File: config.mk
export PLATFORM = sky130hd
export DESIGN_NAME = ifp_flag_bank
export DESIGN_NICKNAME = d
export VERILOG_FILES = /design/src/design/ifp_pkg.sv /design/src/design/ifp_flag_word.sv /design/src/design/ifp_flag_bank.sv
export SDC_FILE = /design/constraint.sdc
export NUM_CORES = 1
export LEC_CHECK = 0
export ABC_AREA = 0
export BUFFER_PORTS_ARGS = -buffer_cell sky130_fd_sc_hd__clkbuf_2
export CORE_AREA = 2 2 80 82
export DETAILED_ROUTE_END_ITERATION = 16
export DIE_AREA = 0 0 82 84
export PLACE_DENSITY = 0.75
export SYNTH_ARGS = -nofsm -noshare
export SYNTH_HDL_FRONTEND = slang
export SYNTH_SLANG_ARGS = --single-unit
File: constraint.sdc
create_clock -name mclk_in -period 0.9 [get_ports mclk_in]
set_input_delay 0.135 -clock mclk_in [delete_from_list [all_inputs] [get_ports mclk_in]]
set_output_delay 0.135 -clock mclk_in [all_outputs]
set_load 0.03 [all_outputs]
File: src/design/ifp_pkg.sv
// constants shared by the interrupt flag and priority bank
package ifp_pkg;

    // ************************************************************
    // register bus geometry
    // ************************************************************
    localparam int          ADDR_W     = 3;
    localparam int          DATA_W     = 16;
    localparam int          FLAG_WORDS = 5;

    // ************************************************************
    // register indexes on the plain port
    // ************************************************************
    localparam logic [2:0]  IDX_FLAGS_1       = 3'h0;
    localparam logic [2:0]  IDX_FLAGS_2       = 3'h1;
    localparam logic [2:0]  IDX_FLAGS_3       = 3'h2;
    localparam logic [2:0]  IDX_FLAGS_4       = 3'h3;
    localparam logic [2:0]  IDX_FLAGS_5       = 3'h4;
    localparam logic [2:0]  IDX_T3G_PRIORITY  = 3'h5;

    // ************************************************************
    // field positions, flag word 1
    // ************************************************************
    localparam int          POS_UART2_TX_FLAG       = 15;
    localparam int          POS_UART2_RX_FLAG       = 14;
    localparam int          POS_EXT_IRQ2_FLAG       = 13;
    localparam int          POS_TIMER4_FLAG         = 11;
    localparam int          POS_CAPCMP3_FLAG        = 9;
    localparam int          POS_EXT_IRQ1_FLAG       = 4;
    localparam int          POS_INPUT_CHANGE_FLAG   = 3;
    localparam int          POS_COMPARATOR_FLAG     = 2;
    localparam int          POS_SERIAL1_COLL_FLAG   = 1;
    localparam int          POS_SERIAL1_EVENT_FLAG  = 0;

    // ************************************************************
    // field positions, flag words 2 to 5 and priority
    // ************************************************************
    localparam int          POS_TIMER3_GATE_FLAG    = 5;
    localparam int          POS_SERIAL2_COLL_FLAG   = 2;
    localparam int          POS_SERIAL2_EVENT_FLAG  = 1;
    localparam int          POS_VOLTAGE_DETECT_FLAG = 8;
    localparam int          POS_UART2_ERROR_FLAG    = 2;
    localparam int          POS_UART1_ERROR_FLAG    = 1;
    localparam int          POS_LOW_POWER_WAKE_FLAG = 0;
    localparam int          POS_T3G_PRIO_LSB        = 4;
    localparam int          POS_T3G_PRIO_MSB        = 6;

    // ************************************************************
    // implemented-bit masks, full and reduced family members
    // ************************************************************
    localparam logic [15:0] MASK_FLAGS_1_FULL  = 16'hEA1F;
    localparam logic [15:0] MASK_FLAGS_1_RED   = 16'h201F;
    localparam logic [15:0] MASK_FLAGS_2       = 16'h0020;
    localparam logic [15:0] MASK_FLAGS_3_FULL  = 16'h0006;
    localparam logic [15:0] MASK_FLAGS_3_RED   = 16'h0000;
    localparam logic [15:0] MASK_FLAGS_4_FULL  = 16'h0106;
    localparam logic [15:0] MASK_FLAGS_4_RED   = 16'h0102;
    localparam logic [15:0] MASK_FLAGS_5       = 16'h0001;

    // ************************************************************
    // reset values
    // ************************************************************
    localparam logic [15:0] RST_FLAGS          = 16'h0000;
    localparam logic [2:0]  RST_T3G_PRIO       = 3'h4;
    localparam logic [2:0]  PRIO_DISABLED      = 3'h0;
    localparam logic [15:0] RDATA_IDLE         = 16'h0000;

endpackage : ifp_pkg

File: src/design/ifp_flag_word.sv
// one 16-bit interrupt flag word with per-bit implemented mask
`timescale 1ns/10ps

module ifp_flag_word #(
    parameter logic [15:0] IMPL_MASK = 16'hFFFF
) (
    // clock and reset
    input  wire logic        mclk_in,
    input  wire logic        rstn_in,
    // software write port
    input  wire logic        wr_in,
    input  wire logic [15:0] wdata_in,
    // peripheral event pulses
    input  wire logic [15:0] evt_in,
    // stored flags
    output logic      [15:0] flags_out
);

    logic [15:0] flag_next;

    // ************************************************************
    // next value per bit, constant zero where no flag is built
    // ************************************************************
    genvar b;
    generate
        for (b = 0; b < 16; b = b + 1) begin : g_bit
            if (IMPL_MASK[b]) begin : g_impl
                // the event is or-ed last so it beats a clearing write
                assign flag_next[b] = evt_in[b] | (wr_in ? wdata_in[b] : flags_out[b]);
            end else begin : g_unimpl
                assign flag_next[b] = 1'b0;
            end
        end
    endgenerate

    // one register for the whole word keeps one driver; bits stuck at zero synthesise away
    always_ff @(posedge mclk_in or negedge rstn_in) begin
        if (!rstn_in) begin
            flags_out <= ifp_pkg::RST_FLAGS;
        end else begin
            flags_out <= flag_next;
        end
    end

endmodule : ifp_flag_word

File: src/design/ifp_flag_bank.sv
// interrupt flag and timer3 gate priority bank
//
// Summary of operation
// - flag reads 1 after request, clears at reset
// - unimplemented flag and priority bits read zero
// - word1 high bits: uart2, irq2, timer4, capcmp3
// - word1 low bits: irq1, change, comparator, serial1
// - word2 holds only timer3 gate flag bit5
// - word3 holds serial2 collision bit2, event bit1
// - word4: voltage detect 8, uart errors 2,1
// - word5 holds only low power wake bit0
// - priority field bits 6-4, resets to 100
// - priority 000 blocks timer3 gate request
// - reduced members drop optional peripheral flag bits
//
// Our own choices: the plain strobed port and the register offsets.
`timescale 1ns/10ps

module ifp_flag_bank #(
    parameter bit FULL_MEMBER = 1'b1
) (
    // clock and reset
    input  wire logic        mclk_in,
    input  wire logic        rstn_in,
    // register port
    input  wire logic [2:0]  addr_in,
    input  wire logic [15:0] wdata_in,
    input  wire logic        wr_in,
    input  wire logic        rd_in,
    output logic      [15:0] rdata_out,
    // peripheral event pulses, one vector per flag word
    input  wire logic [15:0] evt1_in,
    input  wire logic [15:0] evt2_in,
    input  wire logic [15:0] evt3_in,
    input  wire logic [15:0] evt4_in,
    input  wire logic [15:0] evt5_in,
    // flag state towards the core
    output logic      [15:0] flags1_out,
    output logic      [15:0] flags2_out,
    output logic      [15:0] flags3_out,
    output logic      [15:0] flags4_out,
    output logic      [15:0] flags5_out,
    // timer3 gate request and its priority
    output logic      [2:0]  t3g_prio_out,
    output logic             t3g_req_out
);

    // ************************************************************
    // implemented masks for this family member
    // ************************************************************
    localparam logic [15:0] MASK1 = FULL_MEMBER ? ifp_pkg::MASK_FLAGS_1_FULL
                                                : ifp_pkg::MASK_FLAGS_1_RED;
    localparam logic [15:0] MASK2 = ifp_pkg::MASK_FLAGS_2;
    localparam logic [15:0] MASK3 = FULL_MEMBER ? ifp_pkg::MASK_FLAGS_3_FULL
                                                : ifp_pkg::MASK_FLAGS_3_RED;
    localparam logic [15:0] MASK4 = FULL_MEMBER ? ifp_pkg::MASK_FLAGS_4_FULL
                                                : ifp_pkg::MASK_FLAGS_4_RED;
    localparam logic [15:0] MASK5 = ifp_pkg::MASK_FLAGS_5;

    // ************************************************************
    // address decode
    // ************************************************************
    logic        wr_flags1;
    logic        wr_flags2;
    logic        wr_flags3;
    logic        wr_flags4;
    logic        wr_flags5;
    logic        wr_prio;

    // each write strobe reaches at most one register; indexes 6 and 7 reach none
    assign wr_flags1 = wr_in && (addr_in == ifp_pkg::IDX_FLAGS_1);
    assign wr_flags2 = wr_in && (addr_in == ifp_pkg::IDX_FLAGS_2);
    assign wr_flags3 = wr_in && (addr_in == ifp_pkg::IDX_FLAGS_3);
    assign wr_flags4 = wr_in && (addr_in == ifp_pkg::IDX_FLAGS_4);
    assign wr_flags5 = wr_in && (addr_in == ifp_pkg::IDX_FLAGS_5);
    assign wr_prio   = wr_in && (addr_in == ifp_pkg::IDX_T3G_PRIORITY);

    // ************************************************************
    // flag words
    // ************************************************************
    ifp_flag_word #(.IMPL_MASK(MASK1)) u_flags1 (
        .mclk_in   (mclk_in),
        .rstn_in   (rstn_in),
        .wr_in     (wr_flags1),
        .wdata_in  (wdata_in),
        .evt_in    (evt1_in),
        .flags_out (flags1_out)
    );

    ifp_flag_word #(.IMPL_MASK(MASK2)) u_flags2 (
        .mclk_in   (mclk_in),
        .rstn_in   (rstn_in),
        .wr_in     (wr_flags2),
        .wdata_in  (wdata_in),
        .evt_in    (evt2_in),
        .flags_out (flags2_out)
    );

    ifp_flag_word #(.IMPL_MASK(MASK3)) u_flags3 (
        .mclk_in   (mclk_in),
        .rstn_in   (rstn_in),
        .wr_in     (wr_flags3),
        .wdata_in  (wdata_in),
        .evt_in    (evt3_in),
        .flags_out (flags3_out)
    );

    ifp_flag_word #(.IMPL_MASK(MASK4)) u_flags4 (
        .mclk_in   (mclk_in),
        .rstn_in   (rstn_in),
        .wr_in     (wr_flags4),
        .wdata_in  (wdata_in),
        .evt_in    (evt4_in),
        .flags_out (flags4_out)
    );

    ifp_flag_word #(.IMPL_MASK(MASK5)) u_flags5 (
        .mclk_in   (mclk_in),
        .rstn_in   (rstn_in),
        .wr_in     (wr_flags5),
        .wdata_in  (wdata_in),
        .evt_in    (evt5_in),
        .flags_out (flags5_out)
    );

    // ************************************************************
    // timer3 gate priority and request
    // ************************************************************
    logic [2:0]  prio_next;
    logic        t3g_flag;
    logic        req_next;

    assign prio_next = wr_prio ? wdata_in[ifp_pkg::POS_T3G_PRIO_MSB:ifp_pkg::POS_T3G_PRIO_LSB]
                               : t3g_prio_out;
    assign t3g_flag  = flags2_out[ifp_pkg::POS_TIMER3_GATE_FLAG];
    // a zero priority masks the source entirely, whatever the flag says
    assign req_next  = t3g_flag && (t3g_prio_out != ifp_pkg::PRIO_DISABLED);

    // priority register resets to the mid level
    always_ff @(posedge mclk_in or negedge rstn_in) begin
        if (!rstn_in) begin
            t3g_prio_out <= ifp_pkg::RST_T3G_PRIO;
        end else begin
            t3g_prio_out <= prio_next;
        end
    end

    // request is registered so the core sees a clean level
    always_ff @(posedge mclk_in or negedge rstn_in) begin
        if (!rstn_in) begin
            t3g_req_out <= 1'b0;
        end else begin
            t3g_req_out <= req_next;
        end
    end

    // ************************************************************
    // read data path
    // ************************************************************
    logic [15:0] prio_word;
    logic [15:0] rd_sel;
    logic [15:0] rdata_next;

    // priority field placed in bits 6-4, other positions zero
    assign prio_word = {9'h000, t3g_prio_out, 4'h0};

    // unmapped indexes answer zero
    assign rd_sel = (addr_in == ifp_pkg::IDX_FLAGS_1)      ? flags1_out :
                    (addr_in == ifp_pkg::IDX_FLAGS_2)      ? flags2_out :
                    (addr_in == ifp_pkg::IDX_FLAGS_3)      ? flags3_out :
                    (addr_in == ifp_pkg::IDX_FLAGS_4)      ? flags4_out :
                    (addr_in == ifp_pkg::IDX_FLAGS_5)      ? flags5_out :
                    (addr_in == ifp_pkg::IDX_T3G_PRIORITY) ? prio_word  :
                                                             ifp_pkg::RDATA_IDLE;
    // data stand only in the cycle after the strobe, zero otherwise
    assign rdata_next = rd_in ? rd_sel : ifp_pkg::RDATA_IDLE;

    // read data register
    always_ff @(posedge mclk_in or negedge rstn_in) begin
        if (!rstn_in) begin
            rdata_out <= ifp_pkg::RDATA_IDLE;
        end else begin
            rdata_out <= rdata_next;
        end
    end

    // ************************************************************
    // assertions
    // ************************************************************

    // unimplemented flag positions never show a one
    property p_unimpl_zero;
        @(posedge mclk_in) disable iff (!rstn_in)
        ((flags1_out & ~MASK1) == 16'h0000) && ((flags2_out & ~MASK2) == 16'h0000) &&
        ((flags3_out & ~MASK3) == 16'h0000) && ((flags4_out & ~MASK4) == 16'h0000) &&
        ((flags5_out & ~MASK5) == 16'h0000);
    endproperty
    a_unimpl_zero: assert property (p_unimpl_zero)
        else $error("unimplemented flag bit reads one");

    // an event on an implemented word1 bit is seen next cycle
    property p_word1_event;
        @(posedge mclk_in) disable iff (!rstn_in)
        ((evt1_in & MASK1) != 16'h0000) |=> ((flags1_out & $past(evt1_in) & MASK1) == ($past(evt1_in) & MASK1));
    endproperty
    a_word1_event: assert property (p_word1_event)
        else $error("word1 event not captured");

    // timer3 gate event sets bit 5 of word2
    property p_t3g_event;
        @(posedge mclk_in) disable iff (!rstn_in)
        evt2_in[ifp_pkg::POS_TIMER3_GATE_FLAG] |=> flags2_out[ifp_pkg::POS_TIMER3_GATE_FLAG];
    endproperty
    a_t3g_event: assert property (p_t3g_event)
        else $error("timer3 gate flag not set by event");

    // low power wake event sets bit 0 of word5
    property p_wake_event;
        @(posedge mclk_in) disable iff (!rstn_in)
        evt5_in[ifp_pkg::POS_LOW_POWER_WAKE_FLAG] |=> flags5_out[ifp_pkg::POS_LOW_POWER_WAKE_FLAG];
    endproperty
    a_wake_event: assert property (p_wake_event)
        else $error("wake flag not set by event");

    // voltage detect event sets bit 8 of word4 and it holds without a write
    property p_hlv_hold;
        @(posedge mclk_in) disable iff (!rstn_in)
        evt4_in[ifp_pkg::POS_VOLTAGE_DETECT_FLAG] ##1 (!wr_flags4)[*2]
        |-> flags4_out[ifp_pkg::POS_VOLTAGE_DETECT_FLAG];
    endproperty
    a_hlv_hold: assert property (p_hlv_hold)
        else $error("voltage detect flag lost without a write");

    // a write with no event stores the written value
    property p_write_store;
        @(posedge mclk_in) disable iff (!rstn_in)
        (wr_flags3 && (evt3_in == 16'h0000)) |=> (flags3_out == ($past(wdata_in) & MASK3));
    endproperty
    a_write_store: assert property (p_write_store)
        else $error("word3 write not stored");

    // event beats a clearing write in the same cycle
    property p_event_wins;
        @(posedge mclk_in) disable iff (!rstn_in)
        (wr_flags1 && !wdata_in[ifp_pkg::POS_EXT_IRQ2_FLAG] && evt1_in[ifp_pkg::POS_EXT_IRQ2_FLAG])
        |=> flags1_out[ifp_pkg::POS_EXT_IRQ2_FLAG];
    endproperty
    a_event_wins: assert property (p_event_wins)
        else $error("clearing write beat a peripheral event");

    // without write or event the word stays unchanged
    property p_flags_stable;
        @(posedge mclk_in) disable iff (!rstn_in)
        (!wr_flags4 && (evt4_in == 16'h0000)) |=> $stable(flags4_out);
    endproperty
    a_flags_stable: assert property (p_flags_stable)
        else $error("word4 changed with no cause");

    // priority write lands in one cycle
    property p_prio_write;
        @(posedge mclk_in) disable iff (!rstn_in)
        wr_prio |=> (t3g_prio_out == $past(wdata_in[ifp_pkg::POS_T3G_PRIO_MSB:ifp_pkg::POS_T3G_PRIO_LSB]));
    endproperty
    a_prio_write: assert property (p_prio_write)
        else $error("priority field not written");

    // zero priority keeps the request low
    property p_prio_disable;
        @(posedge mclk_in) disable iff (!rstn_in)
        (t3g_prio_out == 3'h0) |=> !t3g_req_out;
    endproperty
    a_prio_disable: assert property (p_prio_disable)
        else $error("request raised with priority zero");

    // pending flag with live priority raises the request next cycle
    property p_req_raise;
        @(posedge mclk_in) disable iff (!rstn_in)
        (t3g_flag && (t3g_prio_out != 3'h0)) |=> t3g_req_out;
    endproperty
    a_req_raise: assert property (p_req_raise)
        else $error("request missing for enabled pending flag");

    // priority read shows the field in bits 6-4 only
    property p_prio_read;
        @(posedge mclk_in) disable iff (!rstn_in)
        (rd_in && (addr_in == ifp_pkg::IDX_T3G_PRIORITY))
        |=> (rdata_out == {9'h000, $past(t3g_prio_out), 4'h0});
    endproperty
    a_prio_read: assert property (p_prio_read)
        else $error("priority read data wrong");

    // read data are zero outside the cycle after a read strobe
    property p_rdata_idle;
        @(posedge mclk_in) disable iff (!rstn_in)
        !rd_in |=> (rdata_out == 16'h0000);
    endproperty
    a_rdata_idle: assert property (p_rdata_idle)
        else $error("read data present without a read");

    // a word1 read returns the flags as they stood at the strobe
    property p_flags1_read;
        @(posedge mclk_in) disable iff (!rstn_in)
        (rd_in && (addr_in == ifp_pkg::IDX_FLAGS_1)) |=> (rdata_out == $past(flags1_out));
    endproperty
    a_flags1_read: assert property (p_flags1_read)
        else $error("word1 read data wrong");

    // the two unmapped indexes answer zero
    property p_unmapped_read;
        @(posedge mclk_in) disable iff (!rstn_in)
        (rd_in && (addr_in > ifp_pkg::IDX_T3G_PRIORITY)) |=> (rdata_out == 16'h0000);
    endproperty
    a_unmapped_read: assert property (p_unmapped_read)
        else $error("unmapped index read not zero");

    // priority only moves on its own write
    property p_prio_hold;
        @(posedge mclk_in) disable iff (!rstn_in)
        !wr_prio |=> $stable(t3g_prio_out);
    endproperty
    a_prio_hold: assert property (p_prio_hold)
        else $error("priority changed without a write");

    // no pending flag, no request
    property p_req_drop;
        @(posedge mclk_in) disable iff (!rstn_in)
        !t3g_flag |=> !t3g_req_out;
    endproperty
    a_req_drop: assert property (p_req_drop)
        else $error("request raised with no pending flag");

    // a word5 write with no event stores the written value
    property p_word5_store;
        @(posedge mclk_in) disable iff (!rstn_in)
        (wr_flags5 && (evt5_in == 16'h0000)) |=> (flags5_out == ($past(wdata_in) & MASK5));
    endproperty
    a_word5_store: assert property (p_word5_store)
        else $error("word5 write not stored");

    // a clearing write with no event drops the timer3 gate flag
    property p_t3g_clear;
        @(posedge mclk_in) disable iff (!rstn_in)
        (wr_flags2 && !wdata_in[ifp_pkg::POS_TIMER3_GATE_FLAG] && !evt2_in[ifp_pkg::POS_TIMER3_GATE_FLAG])
        |=> !flags2_out[ifp_pkg::POS_TIMER3_GATE_FLAG];
    endproperty
    a_t3g_clear: assert property (p_t3g_clear)
        else $error("timer3 gate flag not cleared");

    // an event on an implemented word3 bit is seen next cycle
    property p_word3_event;
        @(posedge mclk_in) disable iff (!rstn_in)
        ((evt3_in & MASK3) != 16'h0000) |=> ((flags3_out & $past(evt3_in) & MASK3) == ($past(evt3_in) & MASK3));
    endproperty
    a_word3_event: assert property (p_word3_event)
        else $error("word3 event not captured");

endmodule : ifp_flag_bank

==> qor.csv, run 1 <==
stage,metric,value,unit
floorplan,die_w,82,um
power,power_density,1460,mW/mm2
sta,final_period_minus_worst_setup_slack,1.10,ns
sta,setup_viol,44,
sta,skew,0.00457,ns
global_route,grt_max_degree,35,
clock_network,clk_pin_slew_worst_paths,0.07,ns
floorplan,rows,29,
placed_design,dp_hpwl,3.31,mm
clock_network,clk_path_buf_depth,2,
worst_setup_path,timing.rr.start,u_flags3.flags_out[2],
floorplan,core-area,0.00610,mm2
global_route,grt.overflow.total,0,
drt,drt_iter0_drc,49,
run_status,status,finished with violations,
global_route,grt_pass1_wl,7.07,mm
sta,fmax,908,MHz
floorplan,io_pins,203,
worst_setup_path,critical-path-slowest-cell,dfstp_2,
power,p_clk_frac,0.321,
placed_design,dpl_cell_area,0.00226,mm2
worst_setup_path,worstSetupPathType,reg -> out,
sta,setup_ws,-0.201,ns
worst_setup_path,crit_buf_inv,1,
power,p_leak,1.42,nW
sta,drv_slew,0,
synthesis,syn_inst,194,
clock_network,cts_sinks,34,
hold_path,hold_path_end,t3g_prio_out[2],
finish,stdcell_count,378,
synthesis,syn_area,0.00197,mm2
worst_setup_path,cp_data_required_time,0.76,ns
worst_setup_path,rr_worst_depth,3,
placed_design,gp_congestion,0.777,
placed_design,port_buffers,70,
sta,rsz0062_at_grt,yes,
finish,final_common_cell,conb_1,
run_status,violations,setup timing,
worst_setup_path,crit_fanout,2,
synthesis,synth_top_area_share,0.420,
drt,first_pass_iters,4,
clock_network,h-tree-depth,2,
floorplan,die_area,0.00689,mm2
global_route,grt_pass1_vias,1457,
power,swShare,0.330,
clock_network,root_buffer,clkbuf_8,
finish,layout_common_cells,"conb_1, clkbuf_2, buf_8, nor2_1, dfrtp_1",
power,ir_drop,0.957,mV
worst_setup_path,path_cells,buf_8,
hold_path,holdCritPathClass,in -> reg,
worst_setup_path,start_kind,flip-flop,
drt,antenna_left,0,
synthesis,yosysWarnings,0,
power,p_comb_frac,0.289,
sta,hold_viol,0,
hold_path,worstHoldPathCells,2,
worst_setup_path,rr_endpoint,rdata_out[2],
clock_network,cts_tree,yes,
synthesis,avgSynthCellArea,10.1,um2
finish,synthToLayoutAreaGrowth,51.0,%
synthesis,ys_types,25,
synthesis,seq_area_frac_synth,0.433,
worst_setup_path,max_stage_delay,0.56,ns
finish,drive_gt1_frac,0.462,
placed_design,dp_cells,348,
power,seq_power_share,0.390,
clock_network,clk_latency,0.29,ns
synthesis,synth_area_leader_cell,dfrtp_1,
drt,viasPerCell,4.12,
drt,drc,0,
finish,stdcell_area,0.00297,mm2
power,p_sw,1.43,mW
worst_setup_path,crit_cells,1,
drt,dr_total_vias,1559,
global_route,grtUsageTotal,0.137,
job,drv_cap,0,
drt,routedWlPerCell,13.3,um
power,p_int,2.91,mW
synthesis,synth_area_leaders,"dfrtp_1, buf_4, mux2i_1, nor2_1, and2_1",
sta,final.period_utilization,1.22,
drt,routed_wl,5.02,mm
floorplan,die_h,84,um
global_route,antenna_found_initial,0,
worst_setup_path,cp.arrival,0.97,ns
hold_path,min_from,wdata_in[6],
worst_setup_path,endpoint_kind,output pin,
floorplan,start_util,0.323,
synthesis,synth_seq_cells,34,
worst_setup_path,crit_family,flip-flops,
finish,nets,403,
worst_setup_path,r2r_slack,-0.09,ns
finish,diodes,0,
clock_network,numCtsBuffers,5,
[sequential cells by signal (all words and copies together) (netlist names)]
| register | count |
|---|---|
| t3g_prio_out | 3 |
| t3g_req_out | 1 |
| u_flags5.flags_out | 1 |
| rdata_out | 13 |
| u_flags2.flags_out | 1 |
| u_flags1.flags_out | 10 |
| u_flags3.flags_out | 2 |
| u_flags4.flags_out | 3 |
[kinds of logic (layout without fill, tap and decap cells)]
| family | Yosys count | count (layout) | synth area share |
|---|---|---|---|
| AO/OA/AOI/OAI | 6 | 6 | 0.0222 |
| buffers and inverters | 72 | 114 | 0.268 |
| flip-flops | 34 | 34 | 0.433 |
| multiplexers | 24 | 24 | 0.124 |
| other | 1 | 66 | 0.00191 |
| AND/OR/NAND/NOR | 57 | 57 | 0.151 |
[routing by layer]
metal	wire, um	GRT usage
met4	129	0.0621
met2	2560	0.234
met5	0	0
met3	559	0.0530
met1	1770	0.146
[through the flow]
step | setup WS, ns | hold slack (ns) | util | setup TNS (ns) | total power, mW
after global placement | -0.162 | 0.109 | 0.371 | -3.86 | 2.63
after detailed placement | -0.203 | 0.108 | 0.371 | -4.49 | 2.64
after global routing | -0.230 | 0.0871 | 0.487 | -4.13 | 4.51
after floorplan | -0.0777 | -0.161 | - | -0.0829 | 2.58
final | -0.201 | 0.0994 | 0.487 | -3.05 | 4.34
after CTS | -0.213 | 0.0843 | 0.467 | -3.05 | 4.25
[Yosys cell counts, drive strengths merged]
cell	instances
nor2	36
a211oi	2
buf	70
nor4bb	1
dfstp	1
nand4b	1
clkbuf	1
and4b	1
and2	6
or3b	1
and4bb	2
inv	1
mux2	3
nor3	2
nand2b	2
o31a	1
nand3	3
nor4b	2
a21oi	1
a21boi	2
dfrtp	33
mux2i	21
conb	1
[cell type report]
cell class,instances,area (um2)
Clock buffer,5,68.8
Clock inverter,3,45.0
Fill cell,553,3120
Inverter,1,3.75
Multi-Input combinational cell,153,885
Sequential cell,34,863
Tap cell,77,96.3
Timing Repair Buffer,105,1010
[power groups by stage]
stage	clock, mW	sequential (mW)	combinational, mW
floorplan	0	1.85	0.730
global placement	0	1.70	0.931
detailed placement	0	1.70	0.942
CTS	1.42	1.66	1.17
global route	1.49	1.70	1.33
finish	1.40	1.69	1.26
[how the worst max path moves through the flow]
| stage | end | start |
|---|---|---|
| CTS | t3g_prio_out[2] | t3g_prio_out[2] |
| global placement | rdata_out[13] | addr_in[2] |
| global route | t3g_prio_out[2] | t3g_prio_out[2] |
| floorplan | rdata_out[4] | u_flags1.flags_out[4] |
| finish | t3g_prio_out[2] | t3g_prio_out[2] |
| detailed placement | u_flags1.flags_out[1] | addr_in[2] |
[what timing repair did]
action | 4_1_cts | 5_1_grt
hold buffers | 1 | 0
endpoints found under the hold margin | 33 | 0
resized for setup | 73 | 56
buffers inserted | 19 | 3
pin swaps | 1 | 5
setup endpoints to repair | 35 | 46
(Power assumes the default switching activity.)
==> run 2, diff against run 1 <==
HOLD_SLACK_MARGIN = 0.12   (was default)
==> qor.csv, run 2 (synthesis results as in run 1) <==
stage,metric,value,unit,change
drt,dr_total_vias,1568,,was 1559
floorplan,start_util,0.323,,unchanged
drt,viasPerCell,4.06,,was 4.12
worst_setup_path,endpoint_kind,output pin,,unchanged
sta,rsz0062_at_grt,yes,,unchanged
finish,drive_gt1_frac,0.451,,was 0.462
finish,top_register,rdata_out,,unchanged
floorplan,core-area,0.00610,mm2,unchanged
floorplan,rows,29,,unchanged
worst_setup_path,start_kind,flip-flop,,unchanged
power,power_density,1430,mW/mm2,was 1460 mW/mm2
clock_network,clk_path_buf_depth,2,,unchanged
drt,drt_iter0_drc,54,,was 49
drt,first_pass_iters,4,,unchanged
clock_network,root_buffer,clkbuf_8,,unchanged
sta,final_period_minus_worst_setup_slack,1.09,ns,was 1.10 ns
finish,stdcell_area,0.00304,mm2,was 0.00297 mm2
placed_design,pre_cts_slack,-0.203,ns,unchanged
power,p_total,4.36,mW,was 4.34 mW
worst_setup_path,path_cells,buf_8,,unchanged
worst_setup_path,crit_family,flip-flops,,unchanged
clock_network,clk_latency,0.29,ns,about the same
worst_setup_path,rr_worst_depth,4,,was 3
floorplan,die_w,82,um,unchanged
finish,largest_reg_flops,13,,unchanged
clock_network,numCtsBuffers,5,,unchanged
drt,antenna_left,0,,unchanged
clock_network,cts_sinks,34,,unchanged
clock_network,clk_pin_slew_worst_paths,0.07,ns,about the same
finish,final_common_cell,conb_1,,unchanged
sta,hold_viol,0,,unchanged
finish,synthToLayoutAreaGrowth,54.6,%,was 51.0%
hold_path,worstHoldPathCells,3,,was 2
global_route,grt_max_degree,35,,unchanged
finish,layout_common_cells,"conb_1, clkbuf_2, buf_8, nor2_1, dfrtp_1",,unchanged
placed_design,gp_congestion,0.777,,unchanged
global_route,grtUsageTotal,0.140,,was 0.137
worst_setup_path,crit_cells,1,,unchanged
worst_setup_path,max_stage_delay,0.55,ns,was 0.56 ns
worst_setup_path,crit_fanout,2,,unchanged
worst_setup_path,cp.arrival,0.95,ns,was 0.97 ns
sta,final.period_utilization,1.21,,was 1.22
finish,stdcell_count,386,,was 378
worst_setup_path,worstSetupPathType,reg -> out,,unchanged
finish,reg.largest.list,"rdata_out (13), u_flags1.flags_out (10)",,unchanged
sta,setup_viol,44,,unchanged
finish,nets,410,,was 403
global_route,grt_pass1_wl,7.24,mm,was 7.07 mm
sta,skew,0.00448,ns,was 0.00457 ns
drt,routed_wl,5.04,mm,was 5.02 mm
global_route,grt_pass1_vias,1456,,was 1457
clock_network,h-tree-depth,2,,unchanged
run_status,status,finished with violations,,unchanged
hold_path,holdCritPathClass,in -> reg,,unchanged
drt,drc,0,,unchanged
placed_design,dpl_cell_area,0.00226,mm2,unchanged
sta,drv_slew,0,,unchanged
finish,fillers,546,,was 553
power,ir_drop,0.961,mV,was 0.957 mV
sta,fmax,919,MHz,was 908 MHz
global_route,antenna_found_initial,1,,was 0
sta,whs,0.121,ns,was 0.0994 ns
floorplan,die_area,0.00689,mm2,unchanged
job,drv_cap,0,,unchanged
drt,routedWlPerCell,13.1,um,was 13.3 um
placed_design,port_buffers,70,,unchanged
clock_network,cts_tree,yes,,unchanged
worst_setup_path,critical-path-slowest-cell,dfstp_2,,unchanged
run_status,violations,setup timing,,unchanged
worst_setup_path,crit_buf_inv,1,,unchanged
sta,setup_ws,-0.188,ns,was -0.201 ns
floorplan,die_h,84,um,unchanged
power,p_leak,1.45,nW,was 1.42 nW
global_route,grt.overflow.total,0,,unchanged
placed_design,dp_cells,348,,unchanged
worst_setup_path,cp_data_required_time,0.76,ns,about the same
placed_design,dp_hpwl,3.31,mm,unchanged
floorplan,io_pins,203,,unchanged
## run 2: area by class of cell
cell class / instances / area (um2) / share of cell area
Antenna cell: 1 / 2.50 / 0.000822
Clock buffer: 5 / 68.8 / 0.0226
Clock inverter: 3 / 45.0 / 0.0148
Inverter: 1 / 3.75 / 0.00123
Multi-Input combinational cell: 153 / 883 / 0.290
Sequential cell: 34 / 863 / 0.284
Tap cell: 77 / 96.3 / 0.0317
Timing Repair Buffer: 112 / 1080 / 0.355
## run 2: what timing repair did
item | in CTS | in global routing
setup buffers | 19 | 2
hold buffers | 8 | 0
setup endpoints to repair | 35 | 44
hold endpoints to repair | 41 | 0
gates resized for setup | 73 | 56
pin swaps | 1 | 4
## run 2: report_power, final
part,internal [mW],switching (mW)
Combinational,0.491,0.785
Sequential,1.62,0.0722
Clock,0.823,0.570
## run 2: path summary, 6_finish.rpt
kind	startpoint	end	slack [ns]
max in group asynchronous	rstn_in	t3g_prio_out[2]	0.32
hold / removal	evt1_in[4]	u_flags1.flags_out[4]	0.12
hold reg to reg	u_flags1.flags_out[13]	rdata_out[13]	0.57
setup reg to reg	u_flags5.flags_out[0]	rdata_out[0]	-0.05
setup / recovery	t3g_prio_out[2]	t3g_prio_out[2]	-0.19
min in group asynchronous	rstn_in	u_flags4.flags_out[8]	0.34
## run 2: layer usage
metal	vias up	GRT usage	part of all wire
met5	-	0	0
met2	94	0.242	0.51
met1	737	0.151	0.35
li1	727	-	-
met3	10	0.0498	0.11
met4	0	0.0561	0.022
## run 2: per-stage QoR
step	utilization	TNS (ns)
5_1_grt	0.499	-4.06
2_1_floorplan	-	-0.0829
3_3_place_gp	0.371	-3.86
3_5_place_dp	0.371	-4.49
4_1_cts	0.478	-3.05
6_report	0.499	-2.89
==> run 3, diff against run 2 <==
BUFFER_PORTS_ARGS = default   (was -buffer_cell sky130_fd_sc_hd__clkbuf_2)
CORE_AREA = 2 2 78 80   (was 2 2 80 82)
DIE_AREA = 0 0 80 82   (was 0 0 82 84)
DONT_BUFFER_PORTS = 1   (was default)
PLACE_DENSITY = default   (was 0.75)
==> qor.csv, run 3 (synthesis results as in run 1) <==
stage,metric,value,unit,change
drt,routed_wl,4.43,mm,was 5.04 mm
power,power_density,1520,mW/mm2,was 1430 mW/mm2
global_route,grt.overflow.total,0,,unchanged
global_route,grt_pass1_wl,6.49,mm,was 7.24 mm
sta,setup_ws,-0.211,ns,was -0.188 ns
sta,fmax,900,MHz,was 919 MHz
worst_setup_path,crit_path_start,t3g_prio_out[2],,unchanged
global_route,grt_max_degree,35,,unchanged
worst_setup_path,crit_fanout,2,,unchanged
floorplan,rows,28,,was 29
worst_setup_path,cp.arrival,0.98,ns,was 0.95 ns
clock_network,h-tree-depth,2,,unchanged
sta,whs,-0.460,ns,was 0.121 ns
clock_network,cts_tree,yes,,unchanged
global_route,grt_pass1_vias,1350,,was 1456
floorplan,die_h,82,um,was 84 um
run_status,status,finished with violations,,unchanged
floorplan,core-area,0.00575,mm2,was 0.00610 mm2
run_status,violations,"hold timing, setup timing",,was setup timing
worst_setup_path,worstSetupPathType,reg -> out,,unchanged
global_route,grtUsageTotal,0.131,,was 0.140
finish,stdcell_count,346,,was 386
clock_network,cts_sinks,34,,unchanged
worst_setup_path,crit_buf_inv,1,,unchanged
worst_setup_path,endpoint_kind,output pin,,unchanged
sta,rsz0062_at_grt,yes,,unchanged
sta,setup_viol,29,,was 44
placed_design,dp_hpwl,3.05,mm,was 3.31 mm
drt,dr_total_vias,1417,,was 1568
global_route,antenna_found_initial,0,,was 1
drt,routedWlPerCell,12.8,um,was 13.1 um
power,ir_drop,0.797,mV,was 0.961 mV
clock_network,cts_hold_buf,32,,was 8
clock_network,root_buffer,clkbuf_8,,unchanged
clock_network,clk_path_buf_depth,2,,unchanged
drt,first_pass_iters,4,,unchanged
placed_design,dpl_cell_area,0.00198,mm2,was 0.00226 mm2
finish,synthToLayoutAreaGrowth,38.3,%,was 54.6%
sta,final_period_minus_worst_setup_slack,1.11,ns,was 1.09 ns
sta,drv_slew,0,,unchanged
placed_design,gp_congestion,0.665,,was 0.777
finish,largest_reg_flops,13,,unchanged
drt,viasPerCell,4.10,,was 4.06
power,p_leak,1.19,nW,was 1.45 nW
placed_design,port_buffers,0,,was 70
worst_setup_path,critical-path-slowest-cell,dfstp_2,,unchanged
worst_setup_path,start_kind,flip-flop,,unchanged
finish,drive_gt1_frac,0.336,,was 0.451
clock_network,numCtsBuffers,5,,unchanged
finish,final_common_cell,conb_1,,unchanged
floorplan,die_w,80,um,was 82 um
finish,diodes,0,,was 1
drt,drt_iter0_drc,27,,was 54
sta,final.period_utilization,1.23,,was 1.21
worst_setup_path,max_stage_delay,0.57,ns,was 0.55 ns
hold_path,holdCritPathClass,in -> async,,was in -> reg
finish,reg.largest.list,"rdata_out (13), u_flags1.flags_out (10)",,unchanged
worst_setup_path,path_cells,buf_12,,was buf_8
worst_setup_path,crit_family,flip-flops,,unchanged
drt,drc,0,,unchanged
worst_setup_path,cp_data_required_time,0.76,ns,about the same
clock_network,clk_latency,0.28,ns,was 0.29 ns
finish,top_register,rdata_out,,unchanged
finish,stdcell_area,0.00272,mm2,was 0.00304 mm2
floorplan,io_pins,203,,unchanged
finish,layout_common_cells,"conb_1, nor2_1, dlygate4sd3_1, buf_6, dfrtp_2",,"was conb_1, clkbuf_2, buf_8, nor2_1, dfrtp_1"
floorplan,start_util,0.343,,was 0.323
sta,hold_viol,37,,was 0
worst_setup_path,timing.rr.start,t3g_prio_out[2],,was u_flags5.flags_out[0]
placed_design,dp_cells,286,,was 348
sta,skew,0.00300,ns,was 0.00448 ns
floorplan,die_area,0.00656,mm2,was 0.00689 mm2
job,drv_cap,0,,unchanged
clock_network,clk_pin_slew_worst_paths,0.07,ns,about the same
finish,nets,373,,was 410
drt,antenna_left,0,,unchanged
run 3: final timing paths:
| kind | end | slack, ns | depth (start not counted) |
|---|---|---|---|
| worst max-delay path | t3g_prio_out[2] | -0.21 | 1 |
| worst min register to register | rdata_out[11] | 0.62 | 2 |
| worst max register to register | t3g_req_out | -0.15 | 3 |
| max in group asynchronous | t3g_prio_out[2] | 1.18 | 0 |
| min in group mclk_in | rdata_out[0] | -0.08 | 1 |
| worst min-delay path | rdata_out[13] | -0.46 | 0 |
run 3: area by class of cell:
type / instances / area, um2
clock buffer: 5 / 68.8
tap: 75 / 93.8
inverter: 1 / 3.75
multi-input combinational: 153 / 877
timing repair buffer: 75 / 757
clock inverter: 3 / 40.0
fill: 548 / 3020
sequential: 34 / 881
run 3: repair_timing:
item,CTS,global route
buffers inserted,19,1
endpoints found under the hold margin,61,42
endpoints found under the setup margin,35,48
pin swaps,0,2
gates resized for setup,37,17
run 3: stage by stage:
| step | power, mW | utilization | TNS, ns | setup slack (ns) |
|---|---|---|---|---|
| final | 4.13 | 0.474 | -1.85 | -0.211 |
| after global routing | 4.31 | 0.474 | -2.88 | -0.237 |
| after CTS | 4.11 | 0.463 | -1.70 | -0.212 |
| after detailed placement | 2.48 | 0.345 | -0.913 | -0.144 |
| after global placement | 2.47 | 0.345 | -0.707 | -0.0935 |
| after floorplan | 2.58 | - | -0.0829 | -0.0777 |
run 3: metal layers:
layer | up-vias | GRT usage | wire length [um]
li1 | 654 | - | -
met1 | 664 | 0.153 | 1700
met2 | 93 | 0.225 | 2210
met3 | 6 | 0.0440 | 482
met4 | 0 | 0.0458 | 42
met5 | - | 0 | 0
run 3: where the power goes:
group / switching [mW] / total, mW / internal (mW)
clock: 0.542 / 1.36 / 0.814
sequential: 0.121 / 1.74 / 1.62
combinational: 0.633 / 1.03 / 0.395
